==> src/alu8_pkg.sv <==
package alu8_pkg;

  // ---------------------------------------------------------------
  // Operation codes
  // ---------------------------------------------------------------
  typedef enum logic [4:0] {
    ALU8_OP_NONE  = 5'h00,
    ALU8_OP_ADD   = 5'h01,
    ALU8_OP_ADDC  = 5'h02,
    ALU8_OP_ADDW  = 5'h03,
    ALU8_OP_SUB   = 5'h04,
    ALU8_OP_SUBI  = 5'h05,
    ALU8_OP_SUBC  = 5'h06,
    ALU8_OP_SUBW  = 5'h07,
    ALU8_OP_AND   = 5'h08,
    ALU8_OP_ANDI  = 5'h09,
    ALU8_OP_OR    = 5'h0A,
    ALU8_OP_ORI   = 5'h0B,
    ALU8_OP_XOR   = 5'h0C,
    ALU8_OP_SETM  = 5'h0D,
    ALU8_OP_CLRM  = 5'h0E,
    ALU8_OP_TEST  = 5'h0F,
    ALU8_OP_MULU  = 5'h10,
    ALU8_OP_MULS  = 5'h11,
    ALU8_OP_MULSU = 5'h12,
    ALU8_OP_FMULU = 5'h13,
    ALU8_OP_FMULS = 5'h14,
    ALU8_OP_FMSU  = 5'h15
  } alu8_op_e;

  typedef enum logic [0:0] {
    ALU8_ST_IDLE = 1'b0,
    ALU8_ST_BUSY = 1'b1
  } alu8_state_e;

  // ---------------------------------------------------------------
  // Status flag positions and constants
  // ---------------------------------------------------------------
  localparam int ALU8_FLG_NIL = 0;
  localparam int ALU8_FLG_BORROW = 1;
  localparam int ALU8_FLG_MSB = 2;
  localparam int ALU8_FLG_WRAP = 3;
  localparam int ALU8_FLG_POL = 4;
  localparam int ALU8_FLG_HALF = 5;
  localparam int ALU8_FLG_W = 6;
  localparam logic [5:0] ALU8_FLG_RST = 6'h00;
  localparam logic [7:0] ALU8_BYTE_ZERO = 8'h00;
  localparam logic [15:0] ALU8_WORD_ZERO = 16'h0000;

endpackage : alu8_pkg

==> src/alu8_core.sv <==
`timescale 1ns/1ps
module alu8_core
  import alu8_pkg::*;
(
  input wire logic clk_i,
  input wire logic rst_i,
  input wire logic start_i,
  input wire alu8_op_e op_i,
  input wire logic [7:0] target_i,
  input wire logic [7:0] target_hi_i,
  input wire logic [7:0] operand_i,
  input wire logic [7:0] literal_i,
  output logic busy_o,
  output logic done_o,
  output logic [7:0] result_o,
  output logic [7:0] result_hi_o,
  output logic wr_target_o,
  output logic wr_pair_o,
  output logic wr_product_o,
  output logic [15:0] product_o,
  output logic [ALU8_FLG_W-1:0] flags_o
);

  // ---------------------------------------------------------------
  // Helpers
  // ---------------------------------------------------------------
  function automatic logic is_two_cycle(input alu8_op_e op);
    is_two_cycle = (op == ALU8_OP_ADDW) || (op == ALU8_OP_SUBW) || (op >= ALU8_OP_MULU);
  endfunction : is_two_cycle

  // ---------------------------------------------------------------
  // State
  // ---------------------------------------------------------------
  alu8_state_e state_reg, state_next;
  logic [ALU8_FLG_W-1:0] flags_reg, flags_next;
  logic [7:0] res_reg, res_next, reshi_reg, reshi_next;
  logic [15:0] prod_reg, prod_next;
  logic done_reg, done_next, wt_reg, wt_next, wp_reg, wp_next, wm_reg, wm_next;
  alu8_op_e op_reg, op_next;
  logic [7:0] a_reg, a_next, ah_reg, ah_next, b_reg, b_next;

  logic [8:0] sum9;
  logic [4:0] half5;
  logic [15:0] word16;
  logic [16:0] wide17;
  logic signed [17:0] mul18;
  logic [15:0] mulp;
  logic cin;
  logic [7:0] bop;

  always_comb begin
    state_next = state_reg;
    flags_next = flags_reg;
    res_next = res_reg;
    reshi_next = reshi_reg;
    prod_next = prod_reg;
    op_next = op_reg;
    a_next = a_reg;
    ah_next = ah_reg;
    b_next = b_reg;
    done_next = 1'b0;
    wt_next = 1'b0;
    wp_next = 1'b0;
    wm_next = 1'b0;
    cin = flags_reg[ALU8_FLG_BORROW];
    bop = (op_i == ALU8_OP_SUBI) ? literal_i : operand_i;
    sum9 = 9'h000;
    half5 = 5'h00;
    word16 = ALU8_WORD_ZERO;
    wide17 = 17'h00000;
    mul18 = 18'sh00000;
    mulp = ALU8_WORD_ZERO;
    case (state_reg)
      ALU8_ST_IDLE: begin
        if (start_i && is_two_cycle(op_i)) begin
          // Second cycle finishes the wide ops
          state_next = ALU8_ST_BUSY;
          op_next = op_i;
          a_next = target_i;
          ah_next = target_hi_i;
          b_next = (op_i >= ALU8_OP_MULU) ? operand_i : literal_i;
        end else if (start_i) begin
          case (op_i)
            ALU8_OP_ADD, ALU8_OP_ADDC: begin
              sum9 = {1'b0, target_i} + {1'b0, operand_i}
                + {8'h00, (op_i == ALU8_OP_ADDC) & cin};
              half5 = {1'b0, target_i[3:0]} + {1'b0, operand_i[3:0]}
                + {4'h0, (op_i == ALU8_OP_ADDC) & cin};
              res_next = sum9[7:0];
              flags_next[ALU8_FLG_BORROW] = sum9[8];
              flags_next[ALU8_FLG_HALF] = half5[4];
              flags_next[ALU8_FLG_WRAP] = (target_i[7] == operand_i[7])
                && (sum9[7] != target_i[7]);
            end
            ALU8_OP_SUB, ALU8_OP_SUBI, ALU8_OP_SUBC: begin
              sum9 = {1'b0, target_i} - {1'b0, bop}
                - {8'h00, (op_i == ALU8_OP_SUBC) & cin};
              half5 = {1'b0, target_i[3:0]} - {1'b0, bop[3:0]}
                - {4'h0, (op_i == ALU8_OP_SUBC) & cin};
              res_next = sum9[7:0];
              flags_next[ALU8_FLG_BORROW] = sum9[8];
              flags_next[ALU8_FLG_HALF] = half5[4];
              flags_next[ALU8_FLG_WRAP] = (target_i[7] != bop[7])
                && (sum9[7] != target_i[7]);
            end
            default: begin
              case (op_i)
                ALU8_OP_AND: res_next = target_i & operand_i;
                ALU8_OP_ANDI: res_next = target_i & literal_i;
                ALU8_OP_OR: res_next = target_i | operand_i;
                ALU8_OP_ORI, ALU8_OP_SETM: res_next = target_i | literal_i;
                ALU8_OP_XOR: res_next = target_i ^ operand_i;
                ALU8_OP_CLRM: res_next = target_i & ~literal_i;
                default: res_next = target_i;
              endcase
              flags_next[ALU8_FLG_WRAP] = 1'b0;
            end
          endcase
          if (op_i != ALU8_OP_NONE) begin
            flags_next[ALU8_FLG_NIL] = (res_next == ALU8_BYTE_ZERO);
            flags_next[ALU8_FLG_MSB] = res_next[7];
            done_next = 1'b1;
            wt_next = (op_i != ALU8_OP_TEST);
          end else begin
            flags_next = flags_reg;
            res_next = res_reg;
          end
        end
      end
      ALU8_ST_BUSY: begin
        state_next = ALU8_ST_IDLE;
        done_next = 1'b1;
        if (op_reg == ALU8_OP_ADDW || op_reg == ALU8_OP_SUBW) begin
          wide17 = (op_reg == ALU8_OP_ADDW)
            ? ({1'b0, ah_reg, a_reg} + {9'h000, b_reg})
            : ({1'b0, ah_reg, a_reg} - {9'h000, b_reg});
          word16 = wide17[15:0];
          res_next = word16[7:0];
          reshi_next = word16[15:8];
          wp_next = 1'b1;
          flags_next[ALU8_FLG_NIL] = (word16 == ALU8_WORD_ZERO);
          flags_next[ALU8_FLG_BORROW] = wide17[16];
          flags_next[ALU8_FLG_MSB] = word16[15];
          flags_next[ALU8_FLG_WRAP] = (op_reg == ALU8_OP_ADDW)
            ? (~ah_reg[7] & word16[15]) : (ah_reg[7] & ~word16[15]);
          flags_next[ALU8_FLG_POL] = word16[15] ^ flags_next[ALU8_FLG_WRAP];
        end else begin
          case (op_reg)
            ALU8_OP_MULS, ALU8_OP_FMULS:
              mul18 = $signed({{2{a_reg[7]}}, a_reg}) * $signed({{2{b_reg[7]}}, b_reg});
            ALU8_OP_MULSU, ALU8_OP_FMSU:
              mul18 = $signed({{2{a_reg[7]}}, a_reg}) * $signed({2'b00, b_reg});
            default:
              mul18 = $signed({2'b00, a_reg}) * $signed({2'b00, b_reg});
          endcase
          mulp = mul18[15:0];
          flags_next[ALU8_FLG_BORROW] = mulp[15];
          if (op_reg >= ALU8_OP_FMULU) begin
            mulp = {mulp[14:0], 1'b0};
          end
          prod_next = mulp;
          flags_next[ALU8_FLG_NIL] = (mulp == ALU8_WORD_ZERO);
          wm_next = 1'b1;
        end
      end
      default: state_next = ALU8_ST_IDLE;
    endcase
  end

  always_ff @(posedge clk_i or posedge rst_i) begin
    if (rst_i) begin
      state_reg <= ALU8_ST_IDLE;
      flags_reg <= ALU8_FLG_RST;
      res_reg <= ALU8_BYTE_ZERO;
      reshi_reg <= ALU8_BYTE_ZERO;
      prod_reg <= ALU8_WORD_ZERO;
      op_reg <= ALU8_OP_NONE;
      a_reg <= ALU8_BYTE_ZERO;
      ah_reg <= ALU8_BYTE_ZERO;
      b_reg <= ALU8_BYTE_ZERO;
      done_reg <= 1'b0;
      wt_reg <= 1'b0;
      wp_reg <= 1'b0;
      wm_reg <= 1'b0;
    end else begin
      state_reg <= state_next;
      flags_reg <= flags_next;
      res_reg <= res_next;
      reshi_reg <= reshi_next;
      prod_reg <= prod_next;
      op_reg <= op_next;
      a_reg <= a_next;
      ah_reg <= ah_next;
      b_reg <= b_next;
      done_reg <= done_next;
      wt_reg <= wt_next;
      wp_reg <= wp_next;
      wm_reg <= wm_next;
    end
  end

  // Busy blocks a new start while the wide op finishes
  assign busy_o = (state_reg == ALU8_ST_BUSY);
  assign done_o = done_reg;
  assign result_o = res_reg;
  assign result_hi_o = reshi_reg;
  assign wr_target_o = wt_reg;
  assign wr_pair_o = wp_reg;
  assign wr_product_o = wm_reg;
  assign product_o = prod_reg;
  assign flags_o = flags_reg;
endmodule : alu8_core

==> config.mk <==
export PLATFORM = sky130hd
export DESIGN_NAME = alu8_core
export DESIGN_NICKNAME = d
export VERILOG_FILES = /design/src/alu8_pkg.sv /design/src/alu8_core.sv
export SDC_FILE = /design/constraint.sdc
export NUM_CORES = 1
export LEC_CHECK = 0
export BUFFER_PORTS_ARGS = -buffer_cell sky130_fd_sc_hd__buf_2
export CAP_MARGIN = 5
export CELL_PAD_IN_SITES_DETAIL_PLACEMENT = 2
export CELL_PAD_IN_SITES_GLOBAL_PLACEMENT = 2
export CORE_ASPECT_RATIO = 0.5
export CORE_MARGIN = 4
export CORE_UTILIZATION = 35
export DETAILED_ROUTE_END_ITERATION = 7
export GPL_TIMING_DRIVEN = 1
export PLACE_DENSITY = 0.89
export SYNTH_ARGS = -nofsm -noshare
export SYNTH_HDL_FRONTEND = slang
export SYNTH_SLANG_ARGS = --single-unit
==> constraint.sdc <==
create_clock -name clk_i -period 5.3 [get_ports clk_i]
set_clock_uncertainty 0.1 [all_clocks]
set_input_delay 0.795 -clock clk_i [delete_from_list [all_inputs] [get_ports clk_i]]
set_output_delay 0.795 -clock clk_i [all_outputs]
set_load 0.02 [all_outputs]
=== Word-level counts from Yosys, hierarchy flattened ===
Cells that the tools add are included.

* Add/sub/neg operators: 10
* Multiply operators: 3
* Order comparisons: 2
* Eq/ne operators: 30
* Multiplexer cells: 44
* Bitwise gates (word level): 17
* Reductions and logical operators: 24

{| class="wikitable"
|+ Operators by type and width
! operator !! number
|-
| 8-bit two-way mux || 9
|-
| 16-bit two-way mux || 3
|-
| 8-bit one-hot mux with 6 select lines || 1
|-
| 5-bit by 4-bit equality test with 1-bit output (second input constant) || 7
|-
| 16-bit logical NOT || 2
|-
| 8-bit by 8-bit multiplier with 16-bit output || 2
|-
| 16-bit one-hot mux with 2 select lines || 1
|-
| 8-bit one-hot mux with 2 select lines || 2
|-
| 5-bit by 3-bit equality test with 1-bit output (second input constant) || 5
|-
| 8-bit AND || 3
|-
| 5-bit equality test (second input constant) || 4
|-
| 16-bit by 8-bit adder with 17-bit output || 1
|-
| 1-bit two-way mux || 17
|-
| 17-bit two-way mux || 1
|-
| 16-bit by 8-bit subtractor with 17-bit output || 1
|-
| 8-bit by 9-bit multiplier with 16-bit output || 1
|-
| 8-bit OR || 2
|-
| 5-bit by 2-bit equality test with 1-bit output (second input constant) || 3
|-
| 5-bit >= comparator (second input constant) || 2
|-
| 5-bit two-way mux || 2
|-
| 1-bit one-hot mux with 2 select lines || 5
|-
| 5-bit one-hot mux with 2 select lines || 1
|-
| 8-bit by 8-bit adder with 9-bit output || 1
|-
| 9-bit by 1-bit adder with 9-bit output || 1
|-
| 31 further kinds || 53
|}

* Bits in registers: 72
* Bits of input ports: 40
* Output and inout port bits: 43
* Logic and storage cells: 147

=== Longest topological paths before layout ===
* Word-level depth: 13
* Depth in mapped cells: 21
* Depth with buffers taken out: 21

=== Worst setup path before layout ===
No wires, ideal clock.

* Path kind: register to register
* Start: register b_reg[4]
* End: register prod_reg[14] (netlist: product_o[14])
* Library setup time: 0.121 ns
* Arrival time: 4.924 ns
* Required time: 5.079 ns
* Path slack: 0.155 ns
* Stages on the path, launching flop included: 20
* Path buffers: 1
* Clock period less this slack: 5.145 ns
* Path through: dfrtp_1 clkbuf_1 nand2_1 fa_1 fa_1 inv_1 fa_1 inv_1 fa_1 inv_1 ha_1 a21o_1 a22oi_1 nand3_1 o21ai_0 o21ai_0 xnor2_1 a211oi_1 a21oi_1 a22o_1

* Cells in the longest elaborated chain, start to end: 5
* Elaborated cells between the ends (all ways): 7
* Classes of those cells: 3 x mul; 4 x mux

{| class="wikitable"
|+ RTL lines
! what !! line !! text
|-
| start, declared || alu8_core.sv:40 || <nowiki>logic [7:0] a_reg, a_next, ah_reg, ah_next, b_reg, b_next;</nowiki>
|-
| start signal, assigned || alu8_core.sv:194 || <nowiki>b_reg <= b_next;</nowiki>
|-
| 8-bit by 9-bit multiplier with 16-bit output (tied with other cells) || alu8_core.sv:152 || <nowiki>mul18 = $signed({{2{a_reg[7]}}, a_reg}) * $signed({2'b00, b_reg});</nowiki>
|-
| 16-bit one-hot mux with 2 select lines (*) || alu8_core.sv:148 || <nowiki>case (op_reg)</nowiki>
|-
| 16-bit two-way mux (*) || alu8_core.sv:158 || <nowiki>if (op_reg >= ALU8_OP_FMULU) begin</nowiki>
|-
| 16-bit two-way mux (*) || alu8_core.sv:133 || <nowiki>if (op_reg == ALU8_OP_ADDW || op_reg == ALU8_OP_SUBW) begin</nowiki>
|-
| 16-bit two-way mux (*) || alu8_core.sv:73 || <nowiki>case (state_reg)</nowiki>
|-
| end signal, assigned || alu8_core.sv:190 || <nowiki>prod_reg <= prod_next;</nowiki>
|-
| end, declared || alu8_core.sv:37 || <nowiki>logic [15:0] prod_reg, prod_next;</nowiki>
|}

Mark *: on every way between the ends. The rest lies on a longest branch, timed or not. The select of a mux whose other input is x is not followed.
A chain may end at the register's enable or synchronous reset.

=== Final worst setup path ===
* Start: register op_reg[3]
* End: register flags_reg[0] (netlist: flags_o[0])

* Cells in the longest elaborated chain, start to end: 9
* Elaborated cells between the ends (all ways): 19
* Classes of those cells: 1 x order compare; 6 x eq/ne; 7 x mux; 5 x reduce/logical

{| class="wikitable"
|+ RTL lines
! what !! line !! text
|-
| start, declared || alu8_core.sv:39 || <nowiki>alu8_op_e op_reg, op_next;</nowiki>
|-
| start signal, assigned || alu8_core.sv:191 || <nowiki>op_reg <= op_next;</nowiki>
|-
| 5-bit equality test || alu8_core.sv:148 ||
|-
| 2-bit OR reduction || alu8_core.sv:148 ||
|-
| 16-bit one-hot mux with 2 select lines || alu8_core.sv:148 ||
|-
| 16-bit two-way mux || alu8_core.sv:158 ||
|-
| 16-bit two-way mux || alu8_core.sv:133 ||
|-
| 16-bit two-way mux || alu8_core.sv:73 ||
|-
| 16-bit logical NOT || alu8_core.sv:162 || <nowiki>flags_next[ALU8_FLG_NIL] = (mulp == ALU8_WORD_ZERO);</nowiki>
|-
| 2-bit two-way mux (*) || alu8_core.sv:133 ||
|-
| 5-bit one-hot mux with 2 select lines (*) || alu8_core.sv:73 ||
|-
| end signal, assigned || alu8_core.sv:187 || <nowiki>flags_reg <= flags_next;</nowiki>
|-
| end, declared || alu8_core.sv:35 || <nowiki>logic [ALU8_FLG_W-1:0] flags_reg, flags_next;</nowiki>
|}

Marks and branches as above.

==> impl_results.md <==
- Antenna viol nets, final: 0
- Clock Latency Late Sink: 0.39 ns
- Most frequent cells in the layout: inv_1, buf_4, ha_1
- PwrDens: 786.2 nW/µm²
- RSZ-0062 raised after global routing: yes
- GR Util met2: 63.42%
- Post-route minimum period: 6.027 ns
- Row count: 47
- Detailed Route Iter0 Violations: 2345
- Met1 Resource Use GR: 43.63%
- Startpoint types: flip-flop
- Worst Path Arrival: 6.24 ns
- Post-DR vias/cell: 7.226
- GR Overflow Total: 0
- HPWL Detailed: 43.78 mm
- Crit share post-route: 113.7%
- Max Cap Viol: 0
- Adder-Cell Fraction of Synth Area: 34.97%
- Fin cells: 2036
- Total CTS buffers: 9
- Post-synthesis cell type count: 81
- WL/cell: 42.98 µm
- HP Class: flip-flop to flip-flop
- Initial core utilization: 35.82%
- Worst-path clk slew: 0.09 ns
- Via count: 14713
- Sw Share: 59.75%
- Mux contribution to synthesized area: 3.174%
- Layout Nets: 1886
- Final WL: 87.52 mm
- # H-tree levels: 3
- Combinational family with the most area after synthesis: adder cells
- GR Layer Usage met3: 10.20%
- DRC Markers: 23
- Setup CP Type: flip-flop to flip-flop
- Syn-to-layout area delta: 26.26%
- NetSw: 7.084 mW
- Die X: 269.3 µm
- Final Hold Viols: 0
- Crit path max fanout: 8
- Vias in the first global route: 15253
- Placed Cells: 1955
- Outcome: finished, violations left
- Primary FF master, synth: dfrtp_1
- Mapped Cells: 1406
- Commonest non-fill, non-tap cell in the layout: inv_1
- Relative slew slack: 14.97%
- WP data required: 5.52 ns
- Pre-antenna DRT Iters: 8
- TritonCTS clock tree: done
- Dpl ws: -0.4376 ns
- Yosys warnings: 0
- Core Region: 33340 µm²
- First-pass GRT wire length: 109.0 mm
- Measured slew at the worst slew-check pin: 1.275 ns
- Maximum vdd drop: 354.0 µV
- Clock Power Share: 5.9%
- Sequential share of the synthesized area: 15.08%
- Largest register FFs: 16
- Placer Congestion: 0.8814
- Initial antenna violation count: 7
- Final worst-path setup slack: -0.7269 ns
- Seq pwr share: 7.9%
- Share of layout cells above drive strength 1: 30.48%
- GR peak layer: met2
- Avg Cell Area, Syn: 8.495 µm²
- Crit. End Element: flip-flop
- DIE AREA: 37320 µm²
- Chip Height: 138.6 µm
- Root Buffer: clkbuf_16
- CTS max path bufs: 2
- Mapped Area: 11940 µm²
- Flops & latches, synth: 72
- Final setup violation count: 17
- FFs w/ async S/R, synth: 100.0%
- Post-synthesis simple-gate area fraction: 14.22%
- FMAX: 0.1659 GHz
- Comb pwr share: 86.2%
- Overall Global Routing Usage: 39.24%
- Post-synth EDFFs: 0
- Int Pwr: 4.772 mW
- Pins Over Slew Limit: 0
- Port buffer count: 82
- Syn Nets: 1706
- Compound-Gate Fraction of Synth Area: 17.32%
- XOR/XNOR share of the synthesized area: 5.206%
- Failing checks: design-rule violations, negative setup slack
- Leak pwr: 7.290 nW
- Cts hold-fix bufs: 0
- Top-Level Pins: 83
- Largest net degree at the start of global routing: 47
- Clk sink count: 72
[synth_stat cells (13+ instances only)]
| cell | count | area, µm² |
|---|---|---|
| inv_1 | 258 | 968.4 |
| mux2_2 | 23 | 259.0 |
| o21ai_0 | 72 | 360.4 |
| nor2_1 | 83 | 311.6 |
| a21o_1 | 24 | 180.2 |
| xor2_1 | 17 | 148.9 |
| and2_1 | 32 | 200.2 |
| nor3_1 | 21 | 105.1 |
| nand2_1 | 114 | 427.9 |
| dfrtp_1 | 72 | 1802 |
| nand3_1 | 18 | 90.09 |
| a211oi_1 | 13 | 97.59 |
| nor2b_1 | 16 | 100.1 |
| a21oi_1 | 60 | 300.3 |
| nand2b_1 | 13 | 81.33 |
| ha_1 | 137 | 1714 |
| xnor2_1 | 54 | 473.0 |
| fa_1 | 123 | 2462 |
| clkbuf_1 | 41 | 153.9 |
[worst paths after layout]
check                                    to  cells after the start        start  slack, ns
worst max-delay path             flags_o[0]                     16    op_reg[3]      -0.73
worst min-delay path            result_o[2]                      1  result_o[2]       0.39
worst max register to register   flags_o[0]                     16    op_reg[3]      -0.73
worst min register to register  result_o[2]                      1  result_o[2]       0.39
max in group asynchronous       result_o[0]                      3        rst_i       3.38
min in group asynchronous         ah_reg[6]                      2        rst_i       0.65
[logic make-up after synthesis]
logic type	Yosys count
muxes	35
AOI/OAI and AO/OA	307
and+or+nand+nor	349
xor gates and xnor gates	71
DFF	72
adders and majority gates	260
buffers and inverters	312
[critical path, cell delays in order, from the launching register on]
cell and delay, ns:
dfrtp_1 0.45, buf_4 0.22, and4bb_2 0.44, nor2b_1 0.71, nor2_1 0.16, xor2_1 0.20, ha_1 0.48, o21ai_1 0.21
o21ai_1 0.60, a2111oi_4 0.23, o31ai_2 0.48, xnor2_1 0.31, nand4_1 0.30, nor4_1 0.54, a211oi_1 0.22, buf_4 0.20
o21ai_1 0.08
[final cells by class]
type,instances,area [µm²]
clock inverter,7,62.56
sequential,72,1823
timing repair buffer,223,1569
clock buffer,9,225.2
fill,3612,18260
tap,441,551.8
inverter,258,975.9
antenna,4,10.01
multi-input combinational,1022,9863
[through the flow]
stage | instance area, µm² | hold slack, ns | TNS, ns | util [%] | total power [mW]
after CTS | 14360 | 0.3911 | -0.02922 | 43.06 | 9.321
after global routing | 15070 | 0.4157 | -5.499 | 45.21 | 11.86
after floorplan | 11940 | 0.3862 | 0 | - | 4.762
after detailed placement | 13290 | 0.3650 | -2.711 | 39.87 | 7.263
final | 15080 | 0.3934 | -6.337 | 45.23 | 11.86
after global placement | 13290 | 0.3590 | -0.005585 | 39.87 | 6.495
[power by group through the flow]
stage | clock [mW] | sequential [mW] | combinational [mW]
after floorplan | 0 | 0.940 | 3.82
after global placement | 0 | 0.843 | 5.65
after detailed placement | 0 | 0.862 | 6.40
after CTS | 0.671 | 0.883 | 7.77
final | 0.700 | 0.940 | 10.2
after global routing | 0.701 | 0.930 | 10.2
[per-layer routing]
layer / part of all wire, % / vias to the layer above / routed length [µm]
met1: 34 / 7201 / 29740
met2: 41 / 1669 / 36250
li1: - / 5071 / -
met5: 0.038 / - / 33
met3: 13 / 766 / 11250
met4: 12 / 6 / 10250
[what timing repair did]
| action | 4_1_cts | 5_1_grt |
|---|---|---|
| pin swaps | 63 | 82 |
| gates resized for setup | 157 | 122 |
| endpoints found under the setup margin | 11 | 12 |
| setup buffers | 23 | 39 |
No activity file was read; power rests on OpenSTA's default activity.
